<file path="src/pkg/tcc_pkg.sv">
// Register map, field layout and encodings of the timer capture/compare block
package tcc_pkg;
  localparam logic [7:0] TCC_OFS_CTRL = 8'h00;
  localparam logic [7:0] TCC_OFS_CNT = 8'h04;
  localparam logic [7:0] TCC_OFS_MOD = 8'h08;
  localparam logic [7:0] TCC_OFS_INIT = 8'h0c;
  localparam logic [7:0] TCC_OFS_STAT = 8'h10;
  localparam logic [7:0] TCC_OFS_INTEN = 8'h14;
  localparam logic [7:0] TCC_OFS_SWOC = 8'h18;
  localparam logic [7:0] TCC_OFS_PAIR = 8'h1c;
  localparam logic [7:0] TCC_OFS_DEAD = 8'h20;
  localparam logic [7:0] TCC_OFS_FILT = 8'h24;
  localparam logic [7:0] TCC_OFS_CH = 8'h40;
  localparam logic [15:0] TCC_MOD_RST = 16'hffff;
  // Per-pair control byte
  localparam int TCC_PB_COMP = 0;
  localparam int TCC_PB_DT = 1;
  localparam int TCC_PB_FAULT = 2;
  localparam int TCC_PB_INV = 3;
  localparam int TCC_PB_DUAL = 4;
  localparam int TCC_PB_CONT = 5;
  localparam int TCC_PB_ARM = 6;
  localparam int TCC_STAT_OVF = 8;
  typedef enum logic [1:0] {TCC_SRC_OFF, TCC_SRC_SYS, TCC_SRC_FIX, TCC_SRC_EXT} tcc_src_e;
  typedef enum logic [1:0] {TCC_ACT_NONE, TCC_ACT_TOGGLE, TCC_ACT_LOW, TCC_ACT_HIGH} tcc_act_e;
  typedef enum logic [1:0] {TCC_MODE_CAPT, TCC_MODE_COMP, TCC_MODE_IDLE, TCC_MODE_IDLE2} tcc_mode_e;
  typedef enum logic [1:0] {TCC_ELS_NONE, TCC_ELS_LOW, TCC_ELS_HIGH, TCC_ELS_HIGH2} tcc_els_e;
  typedef enum logic [1:0] {TCC_DTP_1, TCC_DTP_1B, TCC_DTP_4, TCC_DTP_16} tcc_dtp_e;
  localparam logic [3:0] TCC_DTSH_4 = 4'h2;
  localparam logic [3:0] TCC_DTSH_16 = 4'h4;
endpackage

</file>
<file path="src/hdl/tcc_top.sv">
// Timer capture/compare channels with AHB-Lite register slave
//
// Design decisions made here: the register addresses and the AHB-Lite interface to the registers.
`timescale 1ns/1ps
module tcc_top #(
  parameter int NCH = 8,
  parameter int NFILT = 4
) (
  input wire logic hclk,
  input wire logic hresetn,
  input wire logic hsel,
  input wire logic [31:0] haddr,
  input wire logic [1:0] htrans,
  input wire logic hwrite,
  input wire logic [2:0] hsize,
  input wire logic [31:0] hwdata,
  input wire logic hready,
  output logic hreadyout,
  output logic hresp,
  output logic [31:0] hrdata,
  input wire logic [7:0] ch_in,
  input wire logic fixed_clk_in,
  input wire logic ext_clk_in,
  input wire logic fault_n,
  output logic [7:0] ch_out,
  output logic [7:0] ch_oe
);
  import tcc_pkg::*;

  typedef struct packed {
    logic [7:0] s1_ch;
    logic [7:0] s2_ch;
    logic [2:0] s1_x;
    logic [2:0] s2_x;
    logic [1:0] x_prev;
    logic [6:0] psc;
    logic [15:0] cnt;
    logic [15:0] modv;
    logic [15:0] init;
    logic [4:0] ctrl;
    logic [8:0] stat;
    logic [8:0] inten;
    logic [7:0] swen;
    logic [7:0] swval;
    logic [31:0] pair;
    logic [7:0] dead;
    logic [15:0] filt;
    logic [7:0][7:0] csc;
    logic [7:0][15:0] cv;
    logic [7:0] out;
    logic [3:0][3:0] fcnt;
    logic [3:0] fval;
    logic [7:0] lvp;
    logic [3:0] second;
    logic [3:0][9:0] dtcnt;
    logic [3:0] pa;
    logic [7:0] pin;
    logic [7:0] oe;
    logic [7:0] ad_addr;
    logic wr_pend;
    logic rd_wait;
    logic [31:0] rdata;
  } tcc_state_s;

  tcc_state_s s_r, s_nxt;
  logic tick;
  logic [7:0] lv;
  logic [7:0] cap;
  logic [7:0] po;
  logic [3:0] dt_hold;

  function automatic logic [31:0] rd_mux(input tcc_state_s s, input logic [7:0] a);
    logic [31:0] v;
    int i;
    v = 32'h0;
    i = int'(a[6:3]);
    if (a == TCC_OFS_CTRL) v = {27'h0, s.ctrl};
    else if (a == TCC_OFS_CNT) v = {16'h0, s.cnt};
    else if (a == TCC_OFS_MOD) v = {16'h0, s.modv};
    else if (a == TCC_OFS_INIT) v = {16'h0, s.init};
    else if (a == TCC_OFS_STAT) v = {23'h0, s.stat};
    else if (a == TCC_OFS_INTEN) v = {23'h0, s.inten};
    else if (a == TCC_OFS_SWOC) v = {16'h0, s.swval, s.swen};
    else if (a == TCC_OFS_PAIR) v = s.pair;
    else if (a == TCC_OFS_DEAD) v = {24'h0, s.dead};
    else if (a == TCC_OFS_FILT) v = {16'h0, s.filt};
    else if (a >= TCC_OFS_CH && i >= 8 && i < NCH + 8) begin
      v = a[2] ? {16'h0, s.cv[i-8]} : {24'h0, s.csc[i-8]};
    end
    return v;
  endfunction

  always_comb begin
    tcc_state_s s;
    logic src_edge;
    logic [6:0] pmask;
    logic [7:0] clr;
    logic [8:0] set;
    logic fault_act;
    logic a, b, x;
    logic [9:0] dtload;
    logic rise, fall, hit, src_lv, src_lp;
    int p, k;
    s = s_r;
    rise = 1'b0;
    fall = 1'b0;
    hit = 1'b0;
    src_lv = 1'b0;
    src_lp = 1'b0;
    p = 0;
    k = 0;
    src_edge = 1'b0;
    pmask = 7'h0;
    clr = 8'h0;
    set = 9'h0;
    tick = 1'b0;
    lv = 8'h0;
    cap = 8'h0;
    po = 8'h0;
    dt_hold = 4'h0;
    fault_act = 1'b0;
    a = 1'b0;
    b = 1'b0;
    x = 1'b0;
    dtload = 10'h0;
    s.s1_ch = ch_in;
    s.s2_ch = s_r.s1_ch;
    s.s1_x = {fault_n, ext_clk_in, fixed_clk_in};
    s.s2_x = s_r.s1_x;
    s.x_prev = s_r.s2_x[1:0];
    fault_act = !s_r.s2_x[2];

    case (tcc_src_e'(s_r.ctrl[1:0]))
      TCC_SRC_SYS: src_edge = 1'b1;
      TCC_SRC_FIX: src_edge = s_r.s2_x[0] & ~s_r.x_prev[0];
      TCC_SRC_EXT: src_edge = s_r.s2_x[1] & ~s_r.x_prev[1];
      default: src_edge = 1'b0;
    endcase
    pmask = 7'((8'h01 << s_r.ctrl[4:2]) - 8'h01);
    if (tcc_src_e'(s_r.ctrl[1:0]) == TCC_SRC_OFF) begin
      s.psc = 7'h0;
    end else if (src_edge) begin
      if (s_r.psc >= pmask) begin
        s.psc = 7'h0;
        tick = 1'b1;
      end else begin
        s.psc = s_r.psc + 7'h01;
      end
    end
    // wrap at modulo back to start
    if (tick) begin
      if (s_r.cnt == s_r.modv) begin
        // range bounded by start and modulo
        s.cnt = s_r.init;
        set[TCC_STAT_OVF] = 1'b1;
      end else begin
        s.cnt = s_r.cnt + 16'h0001;
      end
    end

    for (k = 0; k < NCH; k++) begin
      lv[k] = s_r.s2_ch[k];
      if (k < NFILT) begin
        if (s_r.s2_ch[k] == s_r.fval[k]) begin
          s.fcnt[k] = 4'h0;
        end else if (s_r.fcnt[k] >= s_r.filt[k*4 +: 4]) begin
          s.fval[k] = s_r.s2_ch[k];
          s.fcnt[k] = 4'h0;
        end else begin
          s.fcnt[k] = s_r.fcnt[k] + 4'h1;
        end
        if (s_r.filt[k*4 +: 4] != 4'h0) lv[k] = s_r.fval[k];
      end
    end
    s.lvp = lv;

    for (k = 0; k < NCH; k++) begin
      p = k / 2;
      // pair input is the even channel
      src_lv = s_r.pair[p*8 + TCC_PB_DUAL] ? lv[2*p] : lv[k];
      src_lp = s_r.pair[p*8 + TCC_PB_DUAL] ? s_r.lvp[2*p] : s_r.lvp[k];
      rise = src_lv & ~src_lp;
      fall = ~src_lv & src_lp;
      hit = (s_r.csc[k][3] & rise) | (s_r.csc[k][2] & fall);
      if (s_r.pair[p*8 + TCC_PB_DUAL]) begin
        // first edge even channel, second odd
        if (s_r.pair[p*8 + TCC_PB_ARM] && (k[0] == s_r.second[p]) && hit) begin
          cap[k] = 1'b1;
        end
      end else if (tcc_mode_e'(s_r.csc[k][1:0]) == TCC_MODE_CAPT) begin
        cap[k] = hit;
      end else if (tcc_mode_e'(s_r.csc[k][1:0]) == TCC_MODE_COMP && tick && s_r.cnt == s_r.cv[k]) begin
        set[k] = 1'b1;
        case (tcc_act_e'(s_r.csc[k][5:4]))
          TCC_ACT_TOGGLE: s.out[k] = ~s_r.out[k];
          TCC_ACT_LOW: s.out[k] = 1'b0;
          TCC_ACT_HIGH: s.out[k] = 1'b1;
          default: s.out[k] = s_r.out[k];
        endcase
      end
      if (cap[k]) begin
        s.cv[k] = s_r.cnt;
        set[k] = 1'b1;
      end
    end
    // four pairs sequence their dual-edge state
    for (p = 0; p < NCH / 2; p++) begin
      if (cap[2*p]) s.second[p] = 1'b1;
      if (cap[2*p+1]) begin
        s.second[p] = 1'b0;
        if (!s_r.pair[p*8 + TCC_PB_CONT]) s.pair[p*8 + TCC_PB_ARM] = 1'b0;
      end
      if (!s_r.pair[p*8 + TCC_PB_DUAL]) s.second[p] = 1'b0;
    end

    // Pair output shaping
    case (tcc_dtp_e'(s_r.dead[7:6]))
      TCC_DTP_4: dtload = {4'h0, s_r.dead[5:0]} << TCC_DTSH_4;
      TCC_DTP_16: dtload = {4'h0, s_r.dead[5:0]} << TCC_DTSH_16;
      default: dtload = {4'h0, s_r.dead[5:0]};
    endcase
    for (p = 0; p < NCH / 2; p++) begin
      a = s_r.out[2*p];
      b = s_r.pair[p*8 + TCC_PB_COMP] ? ~a : s_r.out[2*p+1];
      po[2*p] = a;
      po[2*p+1] = b;
      s.pa[p] = a;
      // dead time on each edge of the pair's even output
      if (s_r.pair[p*8 + TCC_PB_DT] && a != s_r.pa[p]) begin
        s.dtcnt[p] = dtload;
      end else if (s_r.dtcnt[p] != 10'h0) begin
        s.dtcnt[p] = s_r.dtcnt[p] - 10'h001;
      end
      dt_hold[p] = s_r.pair[p*8 + TCC_PB_DT] && s_r.dtcnt[p] != 10'h0;
      for (k = 2*p; k < 2*p + 2; k++) begin
        x = dt_hold[p] ? 1'b0 : po[k];
        if (s_r.pair[p*8 + TCC_PB_INV]) x = ~x;
        if (s_r.pair[p*8 + TCC_PB_FAULT] && fault_act) x = 1'b0;
        case (tcc_els_e'(s_r.csc[k][7:6]))
          TCC_ELS_NONE: begin
            s.pin[k] = 1'b0;
            s.oe[k] = 1'b0;
          end
          TCC_ELS_LOW: begin
            s.pin[k] = ~x;
            s.oe[k] = 1'b1;
          end
          default: begin
            s.pin[k] = x;
            s.oe[k] = 1'b1;
          end
        endcase
        if (s_r.swen[k]) begin
          s.pin[k] = s_r.swval[k];
          s.oe[k] = 1'b1;
        end
      end
    end

    // Bus: address phase
    s.wr_pend = 1'b0;
    s.rd_wait = 1'b0;
    if (hsel && htrans[1] && hready) begin
      s.ad_addr = haddr[7:0];
      s.wr_pend = hwrite;
      s.rd_wait = !hwrite;
    end
    // Reads wait one cycle so an earlier write is always seen
    if (s_r.rd_wait) s.rdata = rd_mux(s_r, s_r.ad_addr);

    // Bus: data phase write, after hardware updates
    if (s_r.wr_pend) begin
      k = int'(s_r.ad_addr[6:3]) - 8;
      case (s_r.ad_addr)
        TCC_OFS_CTRL: s.ctrl = hwdata[4:0];
        TCC_OFS_CNT: s.cnt = s_r.init;
        TCC_OFS_MOD: s.modv = hwdata[15:0];
        TCC_OFS_INIT: s.init = hwdata[15:0];
        TCC_OFS_STAT: clr = hwdata[7:0];
        TCC_OFS_INTEN: s.inten = hwdata[8:0];
        TCC_OFS_SWOC: begin
          s.swen = hwdata[7:0];
          s.swval = hwdata[15:8];
        end
        TCC_OFS_PAIR: s.pair = hwdata;
        TCC_OFS_DEAD: s.dead = hwdata[7:0];
        TCC_OFS_FILT: s.filt = hwdata[15:0];
        default: begin
          if (s_r.ad_addr >= TCC_OFS_CH && k >= 0 && k < NCH) begin
            if (s_r.ad_addr[2]) s.cv[k] = hwdata[15:0];
            else s.csc[k] = hwdata[7:0];
          end
        end
      endcase
      if (s_r.ad_addr == TCC_OFS_STAT) s.stat = (s_r.stat & ~{hwdata[8], clr}) | set;
      else s.stat = s_r.stat | set;
    end else begin
      s.stat = s_r.stat | set;
    end
    s_nxt = s;
  end

  always_ff @(posedge hclk or negedge hresetn) begin
    if (!hresetn) begin
      s_r <= '0;
      s_r.modv <= TCC_MOD_RST;
    end else begin
      s_r <= s_nxt;
    end
  end

  assign hreadyout = !s_r.rd_wait;
  assign hresp = 1'b0;
  assign hrdata = s_r.rdata;
  assign ch_out = s_r.pin;
  assign ch_oe = s_r.oe;
endmodule

</file>
<file path="config.mk">
export PLATFORM = sky130hd
export DESIGN_NAME = tcc_top
export DESIGN_NICKNAME = d
export VERILOG_FILES = /design/src/pkg/tcc_pkg.sv /design/src/hdl/tcc_top.sv
export SDC_FILE = /design/constraint.sdc
export NUM_CORES = 1
export LEC_CHECK = 0
export BUFFER_PORTS_ARGS = -buffer_cell sky130_fd_sc_hd__buf_2
export CORE_MARGIN = 2
export CORE_UTILIZATION = 40
export CTS_BUF_LIST = sky130_fd_sc_hd__clkbuf_16
export CTS_CLUSTER_DIAMETER = 100
export CTS_CLUSTER_SIZE = 25
export DETAILED_ROUTE_END_ITERATION = 7
export SYNTH_ARGS = -nofsm -noshare
export SYNTH_HDL_FRONTEND = slang
export SYNTH_SLANG_ARGS = --single-unit
export TNS_END_PERCENT = 30
</file>
<file path="constraint.sdc">
create_clock -name hclk -period 2.5 [get_ports hclk]
set_input_delay 0.125 -clock hclk [delete_from_list [all_inputs] [get_ports hclk]]
set_output_delay 0.125 -clock hclk [all_outputs]
set_load 0.02 [all_outputs]
</file>
==> results.toml <==
[run_status]
outcome = "finished with violations"
violations = "design-rule violations, negative setup slack"

[sta]
fmax_mhz = 393
min_period_ns = 2.54
grt_setup_unrepaired = "yes"
hold_violations = 0
finalWorstSetupSlack_ns = -0.0416
setup_violations = 12
clock_skew_ns = 0.0312
worst_slew_pin_slew_ns = 0.827
setup_tns_ns = -0.151
slew_viol_final = 0
period_share = 1.02
relSlewSlack = 0.449
fin_worst_hold_slack_ns = 0.0840

[critical_path]
path_depth = 8
critPathArrivalTime_ns = 3.05
rr_endpoint = "hrdata[13]"
startpoint_type = "flip-flop"
path_class = "reg -> reg"
cpMaxStageDelayCell = "dfrtp_4"
r2r_start = "s_r[37]"
critPathRequiredTime_ns = 3.01
path_max_fanout = 8
cp_cell_sequence = "buf_12 -> mux4_2 -> mux2_4 -> a222oi_1 -> buf_4 -> o22ai_2 -> a22oi_1 -> a21oi_1"
cp_num_buf_inv = 2
r2r_cells = 8
reg2reg_slack_ns = -0.04
cpPeakStageDelay_ns = 0.58
crit_path_end_kind = "flip-flop"
path_delay_family = "multiplexers"

[drt]
wl_per_cell_um = 26.4
drt_iter0_drc = 2364
first_pass_iters = 8
drc = 2
ant_nets = 0
via_per_inst = 5.83
vias = 22500
wl_um = 102000

[grt]
grt_util_all_layers = 0.284
use_met2 = 0.453
gr-total-overflow = 0
grt_pass1_wl_um = 152000
grt_antenna_before_repair = 3
use_met1 = 0.394
met3_usage = 0.0387
grt_max_degree = 76
grt_pass1_vias = 22700
grt.busiest_layer = "met2"

[power_and_ir_drop]
leakagePower_nw = 14.9
power_mw = 31.0
p_per_area_nw_per_um2 = 941
ir_drop_mv = 0.705

[logic_synthesis]
synth_top_area_cell = "dfrtp_1"
synth_edf_count = 0
synth_cell_types = 86
ys_ff_latch = 508
synth.net_count = 2809
avgSynthCellArea_um2 = 10.4
synth_top_area_frac = 0.442
async_flop_share = 1.00
synth_area_um2 = 27900
synth_commonest_cells = "dfrtp_1, nand2_1, mux2_2, nor2_1, a21oi_1"
yosysMostFrequentCell = "dfrtp_1"
synthTopCellsByArea = "dfrtp_1, mux2_2, mux2i_1"
yosysWarnings = 0
ys_seq_area_frac = 0.457
synthCells = 2691
synth_flop_cell = "dfrtp_1"

[die]
start_util = 0.405
die_area_um2 = 71800
die_h_um = 268
pin_count = 135
row_count = 96
die_w_um = 268
core_area_um2 = 68800

[worst_hold_path]
hold_class = "in -> async"

[layout]
drive_gt1_frac = 0.261
n_antenna_cell = 0
utilization = 0.478
syn2layout_area_growth_pct = 18.1
instances_no_fill = 3865
design_area_um2 = 32900
nets = 3032

[cts]
h-tree-depth = 1
clock_tree.buffer_depth = 3
cts_tree = "done"
insertion_delay_ns = 0.63
cts_buffers = 28
clkSinkCount = 508
cts-root-buf = "clkbuf_16"
clk_pin_slew_ns = 0.11

[placement]
numPlacedInstances = 3755
dp_slack_ns = -0.371
hpwl_um = 75100
place.gp.congestion = 0.990
placed_area_um2 = 31000
io_buffers = 105

[job]
maxCapViolCount = 0
==> where the power goes <==
group          internal [mW]  switching (mW)  total [mW]
registers               10.2            2.37        12.6
clock network           2.32            3.14        5.46
logic                   5.91            7.02        12.9
total                   18.4            12.5        31.0
==> logic make-up (layout without fill, tap and decap cells) <==
family          Yosys count  in the layout  share of synthesized area
other cells               1              1                   0.000135
compound gates          536            536                      0.115
xor+xnor                184            184                     0.0578
simple gates            715            715                      0.126
mux                     419            419                      0.178
flops                   508            508                      0.457
buf+inv                 295            538                     0.0509
fa+ha+maj                33             33                     0.0148
==> what timing repair did <==
item	in CTS	in global routing
hold endpoints to repair	484	0
pin swaps	6	36
setup buffers	8	5
hold buffers	47	0
setup endpoints to repair	43	103
resized for setup	26	64
==> metal layers <==
metal	vias up	part of all wire
met5	-	0.00026
met4	4	0.042
met3	204	0.071
met2	952	0.46
met1	11400	0.43
li1	9952	-
==> placed cells by master (no fill, tap or decap), drive strengths merged, types with 29 or more instances in the layout <==
cell type,count
a21oi,180
buf,379
clkbuf,29
dfrtp,492
dlygate4sd3,47
ha,33
inv,73
mux2,203
mux2i,174
mux4,42
nand2,230
nand3,53
nor2,192
nor2b,29
nor3,48
nor4,30
o21ai,185
xnor2,84
xor2,100
==> final cells by class <==
type	count	area (um2)
fill	6347	35900
multi-input combinational	1888	14100
sequential	508	12700
timing repair buffer	426	3730
tap	931	1160
clock buffer	29	726
inverter	62	233
clock inverter	21	208
==> how the worst max path moves through the flow <==
stage | end | slack (ns) | from
global placement | s_r[475] | -0.39 | s_r[428]
finish | hrdata[13] | -0.04 | s_r[37]
CTS | hrdata[13] | -0.04 | s_r[37]
detailed placement | s_r[141] | -0.37 | s_r[428]
global route | s_r[471] | -0.12 | s_r[428]
floorplan | s_r[474] | -0.07 | s_r[428]
Note: power is estimated with default switching activity, not from simulation.
